## src/rtl/tmr_pkg.sv

```systemverilog
// constants for the two channel modulo timer
// Overview of operation
// - select code 111 clocks from external pin
// - codes 000-110 divide bus clock 1..64
// - external pin forced input while selected
// - each channel capture or compare independently when unbuffered
// - overflow flag on wrap; reset clears, one ignored
// - clear flag by read then zero write
// - overflow interrupt when flag and enable set
// - halt bit holds counter; set by reset
// - halt inhibits input captures
// - clear bit resets counter and prescaler, reads zero
// - halt plus clear stops counter at zero
// - high byte read latches low byte
// - counter equal modulo sets flag, restarts zero
// - modulo high write inhibits flag until low
// - reset sets all modulo bits
// - channel flag on edge or compare match
// - channel flag read-then-zero clear, one ignored
// - channel interrupt when flag and enable set
// - buffered bit on channel 0 disables channel 1
// - edge select picks capture edge or compare action
// - overflow toggle wins over coincident compare
// - buffered mode swaps to last written pair
// - value high byte access inhibits until low byte
package tmr_pkg;
  // ****************
  // register indices
  // ****************
  localparam logic [7:0] IDX_CTRL = 8'h40;
  localparam logic [7:0] IDX_CNTH = 8'h41;
  localparam logic [7:0] IDX_CNTL = 8'h42;
  localparam logic [7:0] IDX_MODH = 8'h43;
  localparam logic [7:0] IDX_MODL = 8'h44;
  localparam logic [7:0] IDX_SC0  = 8'h45;
  localparam logic [7:0] IDX_V0H  = 8'h46;
  localparam logic [7:0] IDX_V0L  = 8'h47;
  localparam logic [7:0] IDX_SC1  = 8'h48;
  localparam logic [7:0] IDX_V1H  = 8'h49;
  localparam logic [7:0] IDX_V1L  = 8'h4a;
  // ****************
  // field positions
  // ****************
  localparam int C_OVF  = 7;
  localparam int C_OIE  = 6;
  localparam int C_HALT = 5;
  localparam int C_CLR  = 4;
  localparam int H_FLG  = 7;
  localparam int H_IE   = 6;
  localparam int H_MSB  = 5;
  localparam int H_MSA  = 4;
  localparam int H_ELS  = 2;
  localparam int H_TOV  = 1;
  localparam int H_MAX  = 0;
  // ****************
  // codes and reset values
  // ****************
  localparam logic [2:0]  SEL_EXT  = 3'h7;
  localparam logic [1:0]  ELS_OFF  = 2'h0;
  localparam logic [1:0]  ELS_RISE = 2'h1;
  localparam logic [1:0]  ELS_FALL = 2'h2;
  localparam logic [1:0]  ELS_BOTH = 2'h3;
  localparam logic [7:0]  CTRL_RST = 8'h20;
  localparam logic [15:0] MOD_RST  = 16'hffff;
  localparam logic [1:0]  RESP_OK  = 2'h0;
  localparam logic [1:0]  RESP_ERR = 2'h2;
endpackage : tmr_pkg

```

## src/rtl/tmr_two_channel_modulo_timer.sv

```systemverilog
// two channel modulo timer with axi4-lite registers
module tmr_two_channel_modulo_timer #(
  parameter int ADDR_W = 12
) (
  // clock and reset
  input  wire logic              clk,
  input  wire logic              rst,
  // axi4-lite write
  input  wire logic [ADDR_W-1:0] awaddr,
  input  wire logic              awvalid,
  output logic                   awready,
  input  wire logic [31:0]       wdata,
  input  wire logic [3:0]        wstrb,
  input  wire logic              wvalid,
  output logic                   wready,
  output logic [1:0]             bresp,
  output logic                   bvalid,
  input  wire logic              bready,
  // axi4-lite read
  input  wire logic [ADDR_W-1:0] araddr,
  input  wire logic              arvalid,
  output logic                   arready,
  output logic [31:0]            rdata,
  output logic [1:0]             rresp,
  output logic                   rvalid,
  input  wire logic              rready,
  // external clock pin
  input  wire logic              extClkPin,
  input  wire logic              portDDirBit,
  output logic                   extClkPinOe,
  // channel pins
  input  wire logic [1:0]        chPinIn,
  output logic [1:0]             chPinOut,
  output logic [1:0]             chPinOe,
  // interrupt requests
  output logic                   ovfIrq,
  output logic [1:0]             chIrq
);
  if (ADDR_W < 11) begin : g_chk
    $error("ADDR_W too small for register map");
  end

  // ****************
  // bus slave
  // ****************
  logic              awHeld_ff, wHeld_ff, bvalid_ff, rvalid_ff, wLane_ff;
  logic [ADDR_W-1:0] awAddr_ff;
  logic [7:0]        wData_ff, rdata_ff, rdMux;
  logic [1:0]        bresp_ff, rresp_ff;
  logic              doWr, doRd, wHit, rHit, rMapped, wMapped;
  logic [7:0]        wIdx, rIdx;

  assign awready = !awHeld_ff && !bvalid_ff;
  assign wready  = !wHeld_ff && !bvalid_ff;
  assign arready = !rvalid_ff;
  assign doWr    = awHeld_ff && wHeld_ff && !bvalid_ff;
  assign doRd    = arvalid && arready;
  assign wIdx    = awAddr_ff[9:2];
  assign rIdx    = araddr[9:2];
  assign wHit    = (awAddr_ff[ADDR_W-1:10] == '0) && (awAddr_ff[1:0] == 2'h0);
  assign rHit    = (araddr[ADDR_W-1:10] == '0) && (araddr[1:0] == 2'h0);
  assign wMapped = wHit && (wIdx >= tmr_pkg::IDX_CTRL) && (wIdx <= tmr_pkg::IDX_V1L);
  assign rMapped = rHit && (rIdx >= tmr_pkg::IDX_CTRL) && (rIdx <= tmr_pkg::IDX_V1L);
  assign bvalid  = bvalid_ff;
  assign bresp   = bresp_ff;
  assign rvalid  = rvalid_ff;
  assign rresp   = rresp_ff;
  assign rdata   = {24'h000000, rdata_ff};

  always_ff @(posedge clk or posedge rst) begin
    if (rst) begin
      awHeld_ff <= 1'b0;
      wHeld_ff  <= 1'b0;
      bvalid_ff <= 1'b0;
      awAddr_ff <= '0;
      wData_ff  <= 8'h00;
      wLane_ff  <= 1'b0;
      bresp_ff  <= tmr_pkg::RESP_OK;
    end else begin
      if (awvalid && awready) begin
        awHeld_ff <= 1'b1;
        awAddr_ff <= awaddr;
      end
      if (wvalid && wready) begin
        wHeld_ff <= 1'b1;
        wData_ff <= wdata[7:0];
        wLane_ff <= wstrb[0];
      end
      if (doWr) begin
        awHeld_ff <= 1'b0;
        wHeld_ff  <= 1'b0;
        bvalid_ff <= 1'b1;
        bresp_ff  <= wMapped ? tmr_pkg::RESP_OK : tmr_pkg::RESP_ERR;
      end else if (bvalid_ff && bready) begin
        bvalid_ff <= 1'b0;
      end
    end
  end

  always_ff @(posedge clk or posedge rst) begin
    if (rst) begin
      rvalid_ff <= 1'b0;
      rdata_ff  <= 8'h00;
      rresp_ff  <= tmr_pkg::RESP_OK;
    end else if (doRd) begin
      rvalid_ff <= 1'b1;
      rdata_ff  <= rMapped ? rdMux : 8'h00;
      rresp_ff  <= rMapped ? tmr_pkg::RESP_OK : tmr_pkg::RESP_ERR;
    end else if (rvalid_ff && rready) begin
      rvalid_ff <= 1'b0;
    end
  end

  // per-register strobes
  logic wrEn, rdEn;
  assign wrEn = doWr && wMapped && wLane_ff;
  assign rdEn = doRd && rMapped;
  logic wrCtrl, wrModH, wrModL, rdCtrl, rdCntH, rdCntL;
  assign wrCtrl = wrEn && (wIdx == tmr_pkg::IDX_CTRL);
  assign wrModH = wrEn && (wIdx == tmr_pkg::IDX_MODH);
  assign wrModL = wrEn && (wIdx == tmr_pkg::IDX_MODL);
  assign rdCtrl = rdEn && (rIdx == tmr_pkg::IDX_CTRL);
  assign rdCntH = rdEn && (rIdx == tmr_pkg::IDX_CNTH);
  assign rdCntL = rdEn && (rIdx == tmr_pkg::IDX_CNTL);

  // ****************
  // clock source and counter
  // ****************
  logic        ovf_ff, oie_ff, halt_ff, ovfArm_ff, modInh_ff, cntLat_ff;
  logic [2:0]  sel_ff;
  logic [5:0]  pre_ff, preMask;
  logic [15:0] cnt_ff, mod_ff, nxtCnt;
  logic [7:0]  cntLow_ff;
  logic        ext1_ff, ext2_ff, ext3_ff;
  logic        extSel, srcTick, cntTick, wrap, cntOvf, ovfEvt, clrCmd;

  assign extSel      = (sel_ff == tmr_pkg::SEL_EXT);
  assign extClkPinOe = portDDirBit && !extSel;
  assign preMask     = ~(6'h3f << sel_ff);
  assign srcTick     = extSel ? (ext2_ff && !ext3_ff)
                              : (&(pre_ff | ~preMask));
  assign cntTick     = !halt_ff && srcTick;
  assign wrap        = (cnt_ff == mod_ff);
  assign nxtCnt      = wrap ? 16'h0000 : cnt_ff + 16'h0001;
  assign cntOvf      = cntTick && wrap;
  assign ovfEvt      = cntOvf && !modInh_ff;
  assign clrCmd      = wrCtrl && wData_ff[tmr_pkg::C_CLR];
  assign ovfIrq      = ovf_ff && oie_ff;

  always_ff @(posedge clk or posedge rst) begin
    if (rst) begin
      ext1_ff <= 1'b0;
      ext2_ff <= 1'b0;
      ext3_ff <= 1'b0;
    end else begin
      ext1_ff <= extClkPin;
      ext2_ff <= ext1_ff;
      ext3_ff <= ext2_ff;
    end
  end

  always_ff @(posedge clk or posedge rst) begin
    if (rst) begin
      pre_ff <= 6'h00;
      cnt_ff <= 16'h0000;
    end else if (clrCmd) begin
      pre_ff <= 6'h00;
      cnt_ff <= 16'h0000;
    end else if (!halt_ff) begin
      pre_ff <= pre_ff + 6'h01;
      if (cntTick) begin
        cnt_ff <= nxtCnt;
      end
    end
  end

  always_ff @(posedge clk or posedge rst) begin
    if (rst) begin
      ovf_ff    <= tmr_pkg::CTRL_RST[tmr_pkg::C_OVF];
      oie_ff    <= tmr_pkg::CTRL_RST[tmr_pkg::C_OIE];
      halt_ff   <= tmr_pkg::CTRL_RST[tmr_pkg::C_HALT];
      sel_ff    <= tmr_pkg::CTRL_RST[2:0];
      ovfArm_ff <= 1'b0;
    end else begin
      if (wrCtrl) begin
        oie_ff  <= wData_ff[tmr_pkg::C_OIE];
        halt_ff <= wData_ff[tmr_pkg::C_HALT];
        sel_ff  <= wData_ff[2:0];
      end
      if (ovfEvt) begin
        ovf_ff    <= 1'b1;
        ovfArm_ff <= 1'b0;
      end else if (wrCtrl && !wData_ff[tmr_pkg::C_OVF] && ovfArm_ff) begin
        ovf_ff    <= 1'b0;
        ovfArm_ff <= 1'b0;
      end else if (rdCtrl && ovf_ff) begin
        ovfArm_ff <= 1'b1;
      end
    end
  end

  always_ff @(posedge clk or posedge rst) begin
    if (rst) begin
      mod_ff    <= tmr_pkg::MOD_RST;
      modInh_ff <= 1'b0;
      cntLat_ff <= 1'b0;
      cntLow_ff <= 8'h00;
    end else begin
      if (wrModH) begin
        mod_ff[15:8] <= wData_ff;
        modInh_ff    <= 1'b1;
      end
      if (wrModL) begin
        mod_ff[7:0] <= wData_ff;
        modInh_ff   <= 1'b0;
      end
      if (rdCntL) begin
        cntLat_ff <= 1'b0;
      end else if (rdCntH && !cntLat_ff) begin
        cntLat_ff <= 1'b1;
        cntLow_ff <= cnt_ff[7:0];
      end
    end
  end

  // ****************
  // channels
  // ****************
  logic        bufMode_ff, lastWr_ff, actSel_ff;
  logic [15:0] val [2];
  logic [7:0]  scRd [2];
  logic [7:0]  hiRd [2];
  logic [7:0]  loRd [2];
  logic [1:0]  loWr;

  for (genvar i = 0; i < 2; i++) begin : g_ch
    localparam logic [7:0] SCI = (i == 0) ? tmr_pkg::IDX_SC0 : tmr_pkg::IDX_SC1;
    localparam logic [7:0] VHI = (i == 0) ? tmr_pkg::IDX_V0H : tmr_pkg::IDX_V1H;
    localparam logic [7:0] VLI = (i == 0) ? tmr_pkg::IDX_V0L : tmr_pkg::IDX_V1L;
    logic        flg_ff, ie_ff, msa_ff, tov_ff, max_ff, arm_ff, capInh_ff, cmpInh_ff, out_ff;
    logic [1:0]  els_ff;
    logic [15:0] val_ff, cmpVal;
    logic        p1_ff, p2_ff, p3_ff;
    logic        chEn, msb, isCap, isCmp, edgeHit, capEvt, cmpEvt, evt;
    logic        wrSc, wrHi, wrLo, rdSc, rdHi, rdLo;

    assign msb     = (i == 0) ? bufMode_ff : 1'b0;
    assign chEn    = (i == 0) || !bufMode_ff;
    assign isCap   = chEn && !msb && !msa_ff && (els_ff != tmr_pkg::ELS_OFF);
    assign isCmp   = chEn && (msb || msa_ff) && (els_ff != tmr_pkg::ELS_OFF);
    assign edgeHit = ((els_ff == tmr_pkg::ELS_RISE) && p2_ff && !p3_ff) ||
                     ((els_ff == tmr_pkg::ELS_FALL) && !p2_ff && p3_ff) ||
                     ((els_ff == tmr_pkg::ELS_BOTH) && (p2_ff != p3_ff));
    assign capEvt  = isCap && edgeHit && !halt_ff && !capInh_ff;
    assign cmpVal  = (msb && actSel_ff) ? val[1] : val_ff;
    assign cmpEvt  = isCmp && cntTick && (nxtCnt == cmpVal) && !cmpInh_ff;
    assign evt     = capEvt || cmpEvt;
    assign wrSc    = wrEn && (wIdx == SCI) && chEn;
    assign wrHi    = wrEn && (wIdx == VHI);
    assign wrLo    = wrEn && (wIdx == VLI);
    assign rdSc    = rdEn && (rIdx == SCI) && chEn;
    assign rdHi    = rdEn && (rIdx == VHI);
    assign rdLo    = rdEn && (rIdx == VLI);
    assign val[i]  = val_ff;
    assign loWr[i] = wrLo;
    assign hiRd[i] = val_ff[15:8];
    assign loRd[i] = val_ff[7:0];
    assign scRd[i] = chEn ? {flg_ff, ie_ff, msb, msa_ff, els_ff, tov_ff, max_ff} : 8'h00;
    assign chIrq[i]    = flg_ff && ie_ff;
    assign chPinOe[i]  = isCmp && ((i == 0) || !bufMode_ff);
    assign chPinOut[i] = out_ff;

    always_ff @(posedge clk or posedge rst) begin
      if (rst) begin
        p1_ff <= 1'b0;
        p2_ff <= 1'b0;
        p3_ff <= 1'b0;
      end else begin
        p1_ff <= chPinIn[i];
        p2_ff <= p1_ff;
        p3_ff <= p2_ff;
      end
    end

    always_ff @(posedge clk or posedge rst) begin
      if (rst) begin
        flg_ff <= 1'b0;
        ie_ff  <= 1'b0;
        msa_ff <= 1'b0;
        els_ff <= tmr_pkg::ELS_OFF;
        tov_ff <= 1'b0;
        max_ff <= 1'b0;
        arm_ff <= 1'b0;
      end else begin
        if (wrSc) begin
          ie_ff  <= wData_ff[tmr_pkg::H_IE];
          msa_ff <= wData_ff[tmr_pkg::H_MSA];
          els_ff <= wData_ff[tmr_pkg::H_ELS+:2];
          tov_ff <= wData_ff[tmr_pkg::H_TOV];
          max_ff <= wData_ff[tmr_pkg::H_MAX];
        end
        if (evt) begin
          flg_ff <= 1'b1;
          arm_ff <= 1'b0;
        end else if (wrSc && !wData_ff[tmr_pkg::H_FLG] && arm_ff) begin
          flg_ff <= 1'b0;
          arm_ff <= 1'b0;
        end else if (rdSc && flg_ff) begin
          arm_ff <= 1'b1;
        end
      end
    end

    always_ff @(posedge clk or posedge rst) begin
      if (rst) begin
        val_ff    <= 16'h0000;
        capInh_ff <= 1'b0;
        cmpInh_ff <= 1'b0;
      end else begin
        if (capEvt) begin
          val_ff <= cnt_ff;
        end else if (wrHi) begin
          val_ff[15:8] <= wData_ff;
        end else if (wrLo) begin
          val_ff[7:0] <= wData_ff;
        end
        if (wrHi && (msb || msa_ff)) begin
          cmpInh_ff <= 1'b1;
        end else if (wrLo) begin
          cmpInh_ff <= 1'b0;
        end
        if (rdLo) begin
          capInh_ff <= 1'b0;
        end else if (rdHi && !msb && !msa_ff) begin
          capInh_ff <= 1'b1;
        end
      end
    end

    // output level: overflow first, then compare
    always_ff @(posedge clk or posedge rst) begin
      if (rst) begin
        out_ff <= 1'b1;
      end else if (els_ff == tmr_pkg::ELS_OFF) begin
        out_ff <= !msa_ff;
      end else if (isCmp && cntOvf && tov_ff) begin
        out_ff <= !out_ff;
      end else if (isCmp && cntOvf && max_ff) begin
        out_ff <= 1'b1;
      end else if (cmpEvt && !max_ff) begin
        case (els_ff)
          tmr_pkg::ELS_RISE: out_ff <= !out_ff;
          tmr_pkg::ELS_FALL: out_ff <= 1'b0;
          default:           out_ff <= 1'b1;
        endcase
      end
    end
  end

  // buffered pair selection
  always_ff @(posedge clk or posedge rst) begin
    if (rst) begin
      bufMode_ff <= 1'b0;
      lastWr_ff  <= 1'b0;
      actSel_ff  <= 1'b0;
    end else begin
      if (g_ch[0].wrSc) begin
        bufMode_ff <= wData_ff[tmr_pkg::H_MSB];
      end
      if (loWr[1]) begin
        lastWr_ff <= 1'b1;
      end else if (loWr[0]) begin
        lastWr_ff <= 1'b0;
      end
      if (!bufMode_ff) begin
        actSel_ff <= 1'b0;
      end else if (cntOvf) begin
        actSel_ff <= lastWr_ff;
      end
    end
  end

  // ****************
  // read data select
  // ****************
  always_comb begin
    case (rIdx)
      tmr_pkg::IDX_CTRL: rdMux = {ovf_ff, oie_ff, halt_ff, 1'b0, 1'b0, sel_ff};
      tmr_pkg::IDX_CNTH: rdMux = cnt_ff[15:8];
      tmr_pkg::IDX_CNTL: rdMux = cntLat_ff ? cntLow_ff : cnt_ff[7:0];
      tmr_pkg::IDX_MODH: rdMux = mod_ff[15:8];
      tmr_pkg::IDX_MODL: rdMux = mod_ff[7:0];
      tmr_pkg::IDX_SC0:  rdMux = scRd[0];
      tmr_pkg::IDX_V0H:  rdMux = hiRd[0];
      tmr_pkg::IDX_V0L:  rdMux = loRd[0];
      tmr_pkg::IDX_SC1:  rdMux = scRd[1];
      tmr_pkg::IDX_V1H:  rdMux = hiRd[1];
      tmr_pkg::IDX_V1L:  rdMux = loRd[1];
      default:           rdMux = 8'h00;
    endcase
  end
endmodule : tmr_two_channel_modulo_timer

```

## config.mk

```make
export PLATFORM = sky130hd
export DESIGN_NAME = tmr_two_channel_modulo_timer
export DESIGN_NICKNAME = d
export VERILOG_FILES = /design/src/rtl/tmr_pkg.sv /design/src/rtl/tmr_two_channel_modulo_timer.sv
export SDC_FILE = /design/constraint.sdc
export NUM_CORES = 1
export LEC_CHECK = 0
export BUFFER_PORTS_ARGS = -buffer_cell sky130_fd_sc_hd__clkbuf_2
export CORE_ASPECT_RATIO = 1.25
export CORE_MARGIN = 2
export CORE_UTILIZATION = 45
export CTS_BUF_LIST = sky130_fd_sc_hd__clkbuf_4
export DETAILED_ROUTE_END_ITERATION = 10
export PLACE_DENSITY = 0.62
export SLEW_MARGIN = 0
export SYNTH_ARGS = -nofsm -noshare
export SYNTH_HDL_FRONTEND = slang
export SYNTH_SLANG_ARGS = --single-unit
```

## constraint.sdc

```tcl
create_clock -name clk -period 6.1 [get_ports clk]
set_input_delay 0.61 -clock clk [delete_from_list [all_inputs] [get_ports clk]]
set_output_delay 0.61 -clock clk [all_outputs]
set_load 0.03 [all_outputs]
```

==> impl_results.md, run 1 <==
- Status: finished clean
- Crit. End Element: flip-flop
- Leading area contributor after synthesis: dfrtp_1
- Global-route wire length before repair: roughly 42,000 µm
- Final setup vio count: 0
- Hold Crit Class: input port to flip-flop
- Initial antenna violation count: 1
- Pwr Total: 2.33 mW
- Pwr/cell area: roughly 230 nW/µm²
- Final clock skew: around 0.020 ns
- Post-synth EDFFs: 0
- Leak: between 4 and 5 nW
- Met1 usage: about a third
- Post-synth cell types: 82
- Max Cap Viol: 0
- Largest net degree at the start of global routing: 96
- Die Area: 21,800 µm²
- Syn Inst Count: approximately 940
- Vias per cell: roughly 5.9
- Maximum vdd drop: 0.274 mV
- Cell Rows: slightly below 60
- Post-synthesis async set-or-reset flop share: 100%
- Worst-case clock buffer depth: 2
- Fmax: approximately 260 MHz
- Main synth FF type: dfrtp_1
- Slowest cell on crit path: dfrtp_1
- Height of the chip: about 160 µm
- CTS tree: yes
- Post-CTS Resized: 0
- Mapped Avg Cell Area: around 9.9 µm²
- Commonest non-fill, non-tap cells in the layout: dfrtp_1 (137), nor2_1 (80), nand2_1 (74)
- Core footprint: about 20,000 µm²
- Gr busiest metal: met2
- RSZ-0062 raised after global routing: no
- Placement Setup Slack: 2.26 ns
- Share of cells above drive strength 1: about 23%
- Worst Max-Slew Pin Slew: 1.12 ns
- Post-synth top area share: 37.0%
- DRT antenna net count: 0
- First-pass DRT Iterations: 5
- Commonest non-fill, non-tap cell in the layout: dfrtp_1
- Number of global-route vias before repair: ~7,000
- M3 GR Usage: between 4 and 5%
- Root Driver: clkbuf_4
- Initial core utilization: 45.9%
- Max Slew Vio Count: 0
- Final net count: 1,041
- Post-CTS setup buffer count: 0
- Clock insertion delay at the later pin of the skew report: 0.60 ns
- Routed WL: approximately 27,000 µm
- Port Buffer Count: 66
- CTS H-Tree Depth: 4
- Fill cell count: 1,931
- Yosys warns: 0
- Critical path class: flip-flop to flip-flop
- Synthesized area: 9270 µm²
- Final setup TNS: 0 ns
- GRT met2 Usage: a little over two fifths
- Wire per inst: approximately 22 µm
- Die width: about 130 µm
- GRT Overall Usage: around a quarter
- Via count: roughly 7,400
- Hold Vio Cnt, Final: 0
- Critical-path cell list: ha_1 > nand4_4 > nor3_1 > xnor2_1 > xor2_1 > a311oi_1 > a211oi_2 > a31oi_1 > a21boi_0
- Max incr delay on CP: around 0.86 ns
- Synth top area cells: dfrtp_1 (37%), mux2_2 (8.0%), mux2i_1 (6.5%)
- Sequential area share after synthesis: ~42%
- Number of synthesized register bits: 156
- Hold_buf cts: 0
- Detail Placement HPWL: roughly 20,000 µm
- Min Clock Period, post-route: 3.90 ns
- GRT overflow: 0
- CP Data Required Time: ~6.6 ns
- CTS Sinks: 156
- DRT iter0 DRCs: approximately 620
- Max_slew headroom: approximately a quarter
- Arrival time worst endpoint: ~4.4 ns
- Boundary Pins: 120
- GPL Wtd Cong: 0.976
- Worst setup SP type: flip-flop
- Hold WS: around 0.10 ns
- Worst-path maximum fanout: 16
- Total CTS buffers: 17
- Clock-pin slew on the worst setup and hold paths: about 0.17 ns
- DRC: 0
- Final worst-path cycle share: a little under two thirds
- Final worst setup slack: 2.20 ns
- Area delta synth->final: 7.18%
-- cells in the mapped netlist, types with 3 or more instances --
| master | count |
|---|---|
| and2_1 | 9 |
| inv_1 | 19 |
| xor2_1 | 8 |
| nand2b_1 | 9 |
| o2111ai_1 | 3 |
| o311ai_0 | 3 |
| nor4_4 | 3 |
| buf_1 | 5 |
| mux2i_1 | 60 |
| nand2_1 | 74 |
| a221oi_1 | 9 |
| a22oi_1 | 11 |
| nor3b_1 | 4 |
| nor4_2 | 4 |
| nand3b_1 | 8 |
| a22o_1 | 10 |
| nand4b_1 | 4 |
| a31oi_1 | 8 |
| mux4_2 | 3 |
| a222oi_1 | 3 |
| xnor2_1 | 32 |
| buf_4 | 37 |
| dfrtp_1 | 137 |
| and4_1 | 4 |
| nor2b_1 | 12 |
| clkbuf_1 | 32 |
| nand3_1 | 17 |
| nor4_1 | 11 |
| nand4_1 | 15 |
| buf_2 | 10 |
| or3_1 | 12 |
| a21o_1 | 5 |
| nor3_1 | 22 |
| o31ai_1 | 4 |
| o21ai_0 | 65 |
| dfstp_2 | 19 |
| nor2_1 | 80 |
| and3_1 | 4 |
| buf_6 | 3 |
| mux2_2 | 66 |
| a21oi_1 | 40 |
-- registers in the layout (all words and copies together), names as in the netlist, 3 cells and up --
name and count:
mod_ff 16, cnt_ff 16, g_ch.val_ff 16, pre_ff 6
awAddr_ff 12, g_ch.cmpVal 16, cntLow_ff 8, wData_ff 8
sel_ff 3, g_ch.els_ff 4, rdata_ff 8
-- worst paths after layout --
path,startpoint,to,depth (start not counted),slack (ns)
setup / recovery,cnt_ff[0],g_ch[1].arm_ff,9,2.20
hold / removal,chPinIn[0],g_ch[0].p1_ff,1,0.10
setup reg to reg,cnt_ff[0],g_ch[1].arm_ff,9,2.20
hold reg to reg,g_ch[1].p1_ff,g_ch[1].p2_ff,0,0.37
max in group asynchronous,rst,rdata_ff[1],3,4.63
min in group asynchronous,rst,wData_ff[0],2,0.14
-- logic make-up (layout without fill, tap and decap cells) --
kind of cell / after synthesis / count (layout) / synth area share (%)
AOI/OAI and AO/OA: 189 / 189 / 13.1
xor gates and xnor gates: 42 / 42 / 4.27
adders and majority gates: 2 / 2 / 0.270
buffers and inverters: 106 / 125 / 6.17
DFF: 156 / 156 / 42.4
muxes: 130 / 130 / 15.4
other: 1 / 31 / 0.0405
and+or+nand+nor: 311 / 311 / 18.3
-- worst max-delay path: cells and delay by family, from the launching register on --
| kind | cells | cell delay, ns |
|---|---|---|
| xor gates and xnor gates | 2 | 0.48 |
| and+or+nand+nor | 2 | 0.59 |
| AOI/OAI and AO/OA | 4 | 1.44 |
| adders and majority gates | 1 | 0.45 |
| DFF | 1 | 0.86 |
-- power breakdown --
part | switching (mW) | internal, mW | leakage, nW
registers | 0.197 | 1.13 | 2.00
logic | 0.194 | 0.145 | 2.22
clock network | 0.464 | 0.192 | 0.160
-- per-stage QoR --
stage               instances  util (%)  cell area (µm²)
floorplan                 962         -             9360
global placement         1219      47.7             9630
detailed placement       1219      47.7             9630
CTS                      1251      49.2             9920
global route             1256      49.2             9930
finish                   1256      49.2             9930
-- metal layers --
layer / share of wire (%) / vias to the layer above
li1: - / 3418
met4: 5.5 / 0
met1: 41 / 3637
met5: 0 / -
met2: 47 / 294
met3: 5.6 / 79
-- area by class of cell --
| class | instances | area (µm²) | share of cell area, % |
|---|---|---|---|
| Multi-Input combinational cell | 700 | 4890 | 49.3 |
| Sequential cell | 156 | 3930 | 39.5 |
| Timing Repair Buffer | 74 | 390 | 3.93 |
| Tap cell | 270 | 338 | 3.40 |
| Clock inverter | 15 | 169 | 1.70 |
| Clock buffer | 17 | 128 | 1.28 |
| Inverter | 19 | 76.3 | 0.768 |
| Antenna cell | 5 | 12.5 | 0.126 |
Note: power is estimated with default switching activity, not from simulation.
==> inputs of run 2 (changes only) <==
==> constraint.sdc (replaced) <==
create_clock -name clk -period 4 [get_ports clk]
set_input_delay 0.4 -clock clk [delete_from_list [all_inputs] [get_ports clk]]
set_output_delay 0.4 -clock clk [all_outputs]
set_load 0.03 [all_outputs]
==> impl_results.md, run 2 (synthesis results as in run 1) <==
- Status: finished clean
- RSZ-0062 raised after global routing: no
- Sequential power share: 56.8%
- Final worst-path cycle share: between 80 and 90%
- Min Clock Period, post-route: 3.41 ns
- Placed Area: between 9000 and 10,000 µm²
- Final Cell Area: a little over 10,000 µm²
- Critical-path cell list: nand4_1 > nor4_2 > xnor2_1 > a22o_1 > o21ai_0 > nand4_1 > mux2_4 > o221ai_2
- Crit. End Element: flip-flop
- Cell Rows: 58
- Switching share of power: ~36%
- Hold Startpoint: awaddr[3]
- Port Buffer Count: 66
- Root Driver: clkbuf_4
- Final net count: about 1,100
- Worst setup SP type: flip-flop
- Fill cell count: just under 2,000
- Final clock skew: 0.0263 ns
- Largest net degree at the start of global routing: 65
- Reg2Reg Setup Slack: 0.59 ns
- CTS H-Tree Depth: 4
- Commonest non-fill, non-tap cell in the layout: dfrtp_1
- Area delta synth->final: 11.2%
- Routed WL: 27,300 µm
- Slowest cell on crit path: dfrtp_1
- Core footprint: ~20,000 µm²
- Die width: approximately 130 µm
- Clock-pin slew on the worst setup and hold paths: ~0.15 ns
- Clock power share: roughly 28%
- Clock insertion delay at the later pin of the skew report: about 0.6 ns
- CTS tree: yes
- Vias per cell: approximately 5.9
- Maximum vdd drop: 0.411 mV
- Global-route wire length before repair: 42,700 µm
- Reg2reg end: g_ch[0].out_ff
- DRT iter0 DRCs: 595
- Placement Setup Slack: ~0.68 ns
- Total CTS buffers: 17
- R2r startpoint: cnt_ff[9]
- CP Data Required Time: 4.51 ns
- CP delay by family, top: simple AND/OR/NAND/NOR gates
- DRT antenna net count: 0
- Post-CTS setup buffer count: 0
- Final setup TNS: 0 ns
- GRT Overall Usage: around a quarter
- Buf/Inv on CP: 0
- Initial core utilization: between 40% and 50%
- Hold Vio Cnt, Final: 0
- Worst-case clock buffer depth: 2
- DRC: 0
- Hold Crit Class: input port to flip-flop
- Commonest non-fill, non-tap cells in the layout: dfrtp_1 (137), nor2_1 (80), nand2_1 (74)
- Initial antenna violation count: 1
- Max_slew headroom: 38.1%
- Via count: roughly 7,600
- Switching power of the nets: ~1.3 mW
- Internal Pwr Total: around 2.3 mW
- Worst-path maximum fanout: 10
- Final worst setup slack: 0.589 ns
- Number of global-route vias before repair: around 7,300
- Detail Placement HPWL: 20,200 µm
- GRT overflow: 0
- Height of the chip: approximately 160 µm
- GPL Wtd Cong: between 0.9 and 1
- Worst Hold Endpoint: awAddr_ff[3]
- Combinational Power Share: 15.6%
- Wire per inst: 21.2 µm
- Leak: 4.58 nW
- CTS Sinks: 156
- Most numerous cell on the critical path: nand4_1
- Max incr delay on CP: ~0.68 ns
- Die Area: around 22,000 µm²
- Arrival time worst endpoint: between 3 and 4 ns
- First-pass DRT Iterations: 6
- Max Slew Vio Count: 0
- Critical path class: flip-flop to flip-flop
- Fmax: a little under 300 MHz
- Worst R2R Path Depth: 8
- Hold Crit Depth: 2
- Worst Max-Slew Pin Slew: 0.921 ns
- Pwr/cell area: around 340 nW/µm²
- Boundary Pins: 120
- Final setup vio count: 0
- Max Cap Viol: 0
- Share of cells above drive strength 1: roughly a quarter
## run 2: cell types whose count changed in the layout (fill, tap and decap cells not counted), sizes merged
| cell | delta |
|---|---|
| inv | -3 |
| clkinvlp | +2 |
| clkinv | +1 |
| diode | -4 |
| dlygate4sd3 | +18 |
| buf | +21 |
## run 2: power by group through the flow
stage	clock network (mW)	logic (mW)	registers, mW
floorplan	0	0.529	1.85
global placement	0	0.534	2.04
detailed placement	0	0.543	2.04
CTS	1.02	0.558	2.01
global route	1.07	0.609	2.04
finish	0.980	0.554	2.02
## run 2: worst max path at each step
stage,slack [ns],endpoint,cells past startpoint,start
floorplan,1.37,g_ch[1].out_ff,10,cnt_ff[10]
global placement,0.72,cnt_ff[14],8,awAddr_ff[10]
finish,0.59,g_ch[0].out_ff,8,cnt_ff[9]
CTS,0.65,cnt_ff[14],8,awAddr_ff[10]
detailed placement,0.68,cnt_ff[14],8,awAddr_ff[10]
global route,0.52,g_ch[0].out_ff,9,cnt_ff[9]
## run 2: metal layers
| layer | up-vias | global-route usage [%] | wire length (µm) |
|---|---|---|---|
| met5 | - | 0 | 0 |
| met4 | 0 | 12.3 | 1240 |
| met3 | 78 | 3.87 | 1330 |
| met2 | 287 | 45.0 | 13800 |
| met1 | 3773 | 31.0 | 10900 |
| li1 | 3493 | - | - |
## run 2: stage by stage
| step | power (mW) | instances | utilization [%] | hold slack (ns) |
|---|---|---|---|---|
| 6_report | 3.55 | 1291 | 51.1 | 0.0401 |
| 3_5_place_dp | 2.58 | 1240 | 48.7 | 0.337 |
| 5_1_grt | 3.72 | 1291 | 51.1 | 0.00598 |
| 2_1_floorplan | 2.38 | 962 | - | 0.331 |
| 4_1_cts | 3.59 | 1290 | 51.1 | 0.000403 |
| 3_3_place_gp | 2.57 | 1240 | 48.7 | 0.332 |
## run 2: final cells by class
cell class	instances	area [µm²]	share of cell area, %
Clock buffer	17	128	1.24
Clock inverter	15	173	1.68
Tap cell	270	338	3.28
Inverter	19	75.1	0.729
Timing Repair Buffer	113	766	7.43
Multi-Input combinational cell	700	4890	47.5
Antenna cell	1	2.50	0.0243
Sequential cell	156	3930	38.1
## run 2: what timing repair did
item | 4_1_cts | 5_1_grt
gates resized for setup | 0 | 0
setup endpoints to repair | 0 | 0
hold endpoints to repair | 48 | 0
hold buffers | 18 | 0
==> inputs of run 3 (changes only) <==
--- a/config.mk
+++ b/config.mk
@@ -5,7 +5,7 @@
 export SDC_FILE = /design/constraint.sdc
 export NUM_CORES = 1
 export LEC_CHECK = 0
-export BUFFER_PORTS_ARGS = -buffer_cell sky130_fd_sc_hd__clkbuf_2
+export BUFFER_PORTS_ARGS = -buffer_cell sky130_fd_sc_hd__buf_2
 export CORE_ASPECT_RATIO = 1.25
 export CORE_MARGIN = 2
 export CORE_UTILIZATION = 45
==> impl_results.md, run 3 (synthesis results as in run 1) <==
- Vias per cell: between 5 and 6
- Worst R2R Path Depth: 9
- DRC: 0
- DRT iter0 DRCs: 733
- CTS H-Tree Depth: 4
- Hold Vio Cnt, Final: 0
- Height of the chip: 164 µm
- Initial core utilization: a little under half
- Boundary Pins: 120
- Layout Utilization: 50.3%
- Arrival time worst endpoint: around 3.9 ns
- Placement Setup Slack: just under 0.7 ns
- Final worst setup slack: between 0.6 and 0.7 ns
- Reg2reg end: g_ch[0].out_ff
- Worst-path maximum fanout: 10
- GRT Overall Usage: between 20% and 30%
- CTS tree: yes
- Critical-path cell list: nand4_1 > nor4_2 > xnor2_1 > nor3_1 > a21oi_1 > o21ai_0 > nand4_1 > mux2_4 > o221ai_2
- Max incr delay on CP: 0.68 ns
- Hold Crit Depth: 2
- Post-CTS setup buffer count: 0
- GPL Wtd Cong: approximately 0.97
- Commonest non-fill, non-tap cells in the layout: dfrtp_1 (137), nor2_1 (80), nand2_1 (74)
- Final net count: about 1,100
- Max Cap Viol: 0
- Buf/Inv on CP: 0
- Most numerous cell on the critical path: nand4_1
- GRT overflow: 0
- CP delay by family, top: simple AND/OR/NAND/NOR gates
- Min Clock Period, post-route: approximately 3.3 ns
- Hold Crit Class: input port to flip-flop
- Die width: roughly 130 µm
- Max Slew Vio Count: 0
- Pwr/cell area: approximately 350 nW/µm²
- Die Area: roughly 22,000 µm²
- Hold Startpoint: wdata[1]
- Port Buffer Count: 66
- Leak: approximately 4.5 nW
- Slowest cell on crit path: dfrtp_1
- DRT antenna net count: 0
- Wire per inst: 21.2 µm
- Final worst-path cycle share: about 84%
- Global-route wire length before repair: between 40,000 and 50,000 µm
- Critical path class: flip-flop to flip-flop
- Core footprint: slightly above 20,000 µm²
- First-pass DRT Iterations: 5
- Final setup vio count: 0
- Root Driver: clkbuf_4
- Routed WL: between 20,000 and 30,000 µm
- Reg2Reg Setup Slack: roughly 0.66 ns
- Worst Max-Slew Pin Slew: between 0.9 and 1 ns
- Area delta synth->final: 9.42%
- Maximum vdd drop: around 0.36 mV
- Share of cells above drive strength 1: 24.0%
- Status: finished clean
- Final setup TNS: 0 ns
- Final clock skew: approximately 0.028 ns
- Commonest non-fill, non-tap cell in the layout: dfrtp_1
- Clock insertion delay at the later pin of the skew report: between 0.5 and 0.6 ns
- Number of global-route vias before repair: a little over 7,000
- Worst-case clock buffer depth: 2
- Largest net degree at the start of global routing: roughly 160
- Cell Rows: 58
- Initial antenna violation count: 1
- Via count: about 7,600
- Worst Hold Endpoint: wData_ff[1]
- Detail Placement HPWL: ~20,000 µm
- Worst setup SP type: flip-flop
- Clock-pin slew on the worst setup and hold paths: roughly 0.16 ns
- R2r startpoint: cnt_ff[9]
- CP Data Required Time: 4.51 ns
- CTS Sinks: 156
- Crit. End Element: flip-flop
- RSZ-0062 raised after global routing: no
- Max_slew headroom: between 30 and 40%
- Total CTS buffers: 17
- Fmax: around 300 MHz
-- run 3: cell count changes in the layout (fill, tap and decap cells not counted), sizes merged --
cell	before	now
clkbuf	83	17
buf	29	94
dlygate4sd3	18	6
clkinv	7	5
inv	25	27
-- run 3: layout make-up --
cell class	count	area [µm²]
antenna	1	2.50
clock inverter	15	153
timing repair buffer	100	626
fill	1887	10000
clock buffer	17	128
sequential	156	3930
tap	270	338
inverter	19	75.1
multi-input combinational	700	4890
-- run 3: how the worst max path moves through the flow --
stage | slack [ns] | start | cells past startpoint | to
after floorplan | 1.37 | cnt_ff[10] | 10 | g_ch[1].out_ff
after global placement | 0.73 | awAddr_ff[10] | 8 | cnt_ff[14]
after detailed placement | 0.68 | awAddr_ff[10] | 8 | cnt_ff[14]
after CTS | 0.67 | awAddr_ff[11] | 8 | cnt_ff[10]
after global routing | 0.53 | awAddr_ff[11] | 8 | cnt_ff[2]
final | 0.66 | cnt_ff[9] | 9 | g_ch[0].out_ff
-- run 3: routing by layer --
metal	vias to the layer above	global-route usage, %	share of wire, %
met2	321	42.0	48
met5	-	0	0
met1	3684	30.8	39
li1	3471	-	-
met4	0	16.3	6.9
met3	88	3.65	6.2
-- run 3: repair_timing --
item / 4_1_cts / 5_1_grt
hold buffers: 5 / 1
hold endpoints to repair: 5 / 1
gates resized for setup: 0 / 0
-- run 3: power by group --
group	leakage [nW]	switching [mW]	internal [mW]
clock	0.150	0.674	0.284
combinational	2.36	0.308	0.234
sequential	2.00	0.282	1.73
-- run 3: worst register-to-register path, stage by stage, from the launching register on --
cell and delay [ns]:
dfrtp_1 0.68, nand4_1 0.37, nor4_2 0.41, xnor2_1 0.21
nor3_1 0.20, a21oi_1 0.06, o21ai_0 0.48, nand4_1 0.33
mux2_4 0.39, o221ai_2 0.16
-- run 3: through the flow --
stage	power (mW)	area, µm²	instances	hold WS, ns
after CTS	3.53	10100	1276	0.00308
final	3.51	10100	1278	0.0332
after global placement	2.57	9800	1239	0.331
after global routing	3.67	10100	1278	0.00548
after detailed placement	2.58	9800	1239	0.337
after floorplan	2.38	9370	962	0.331
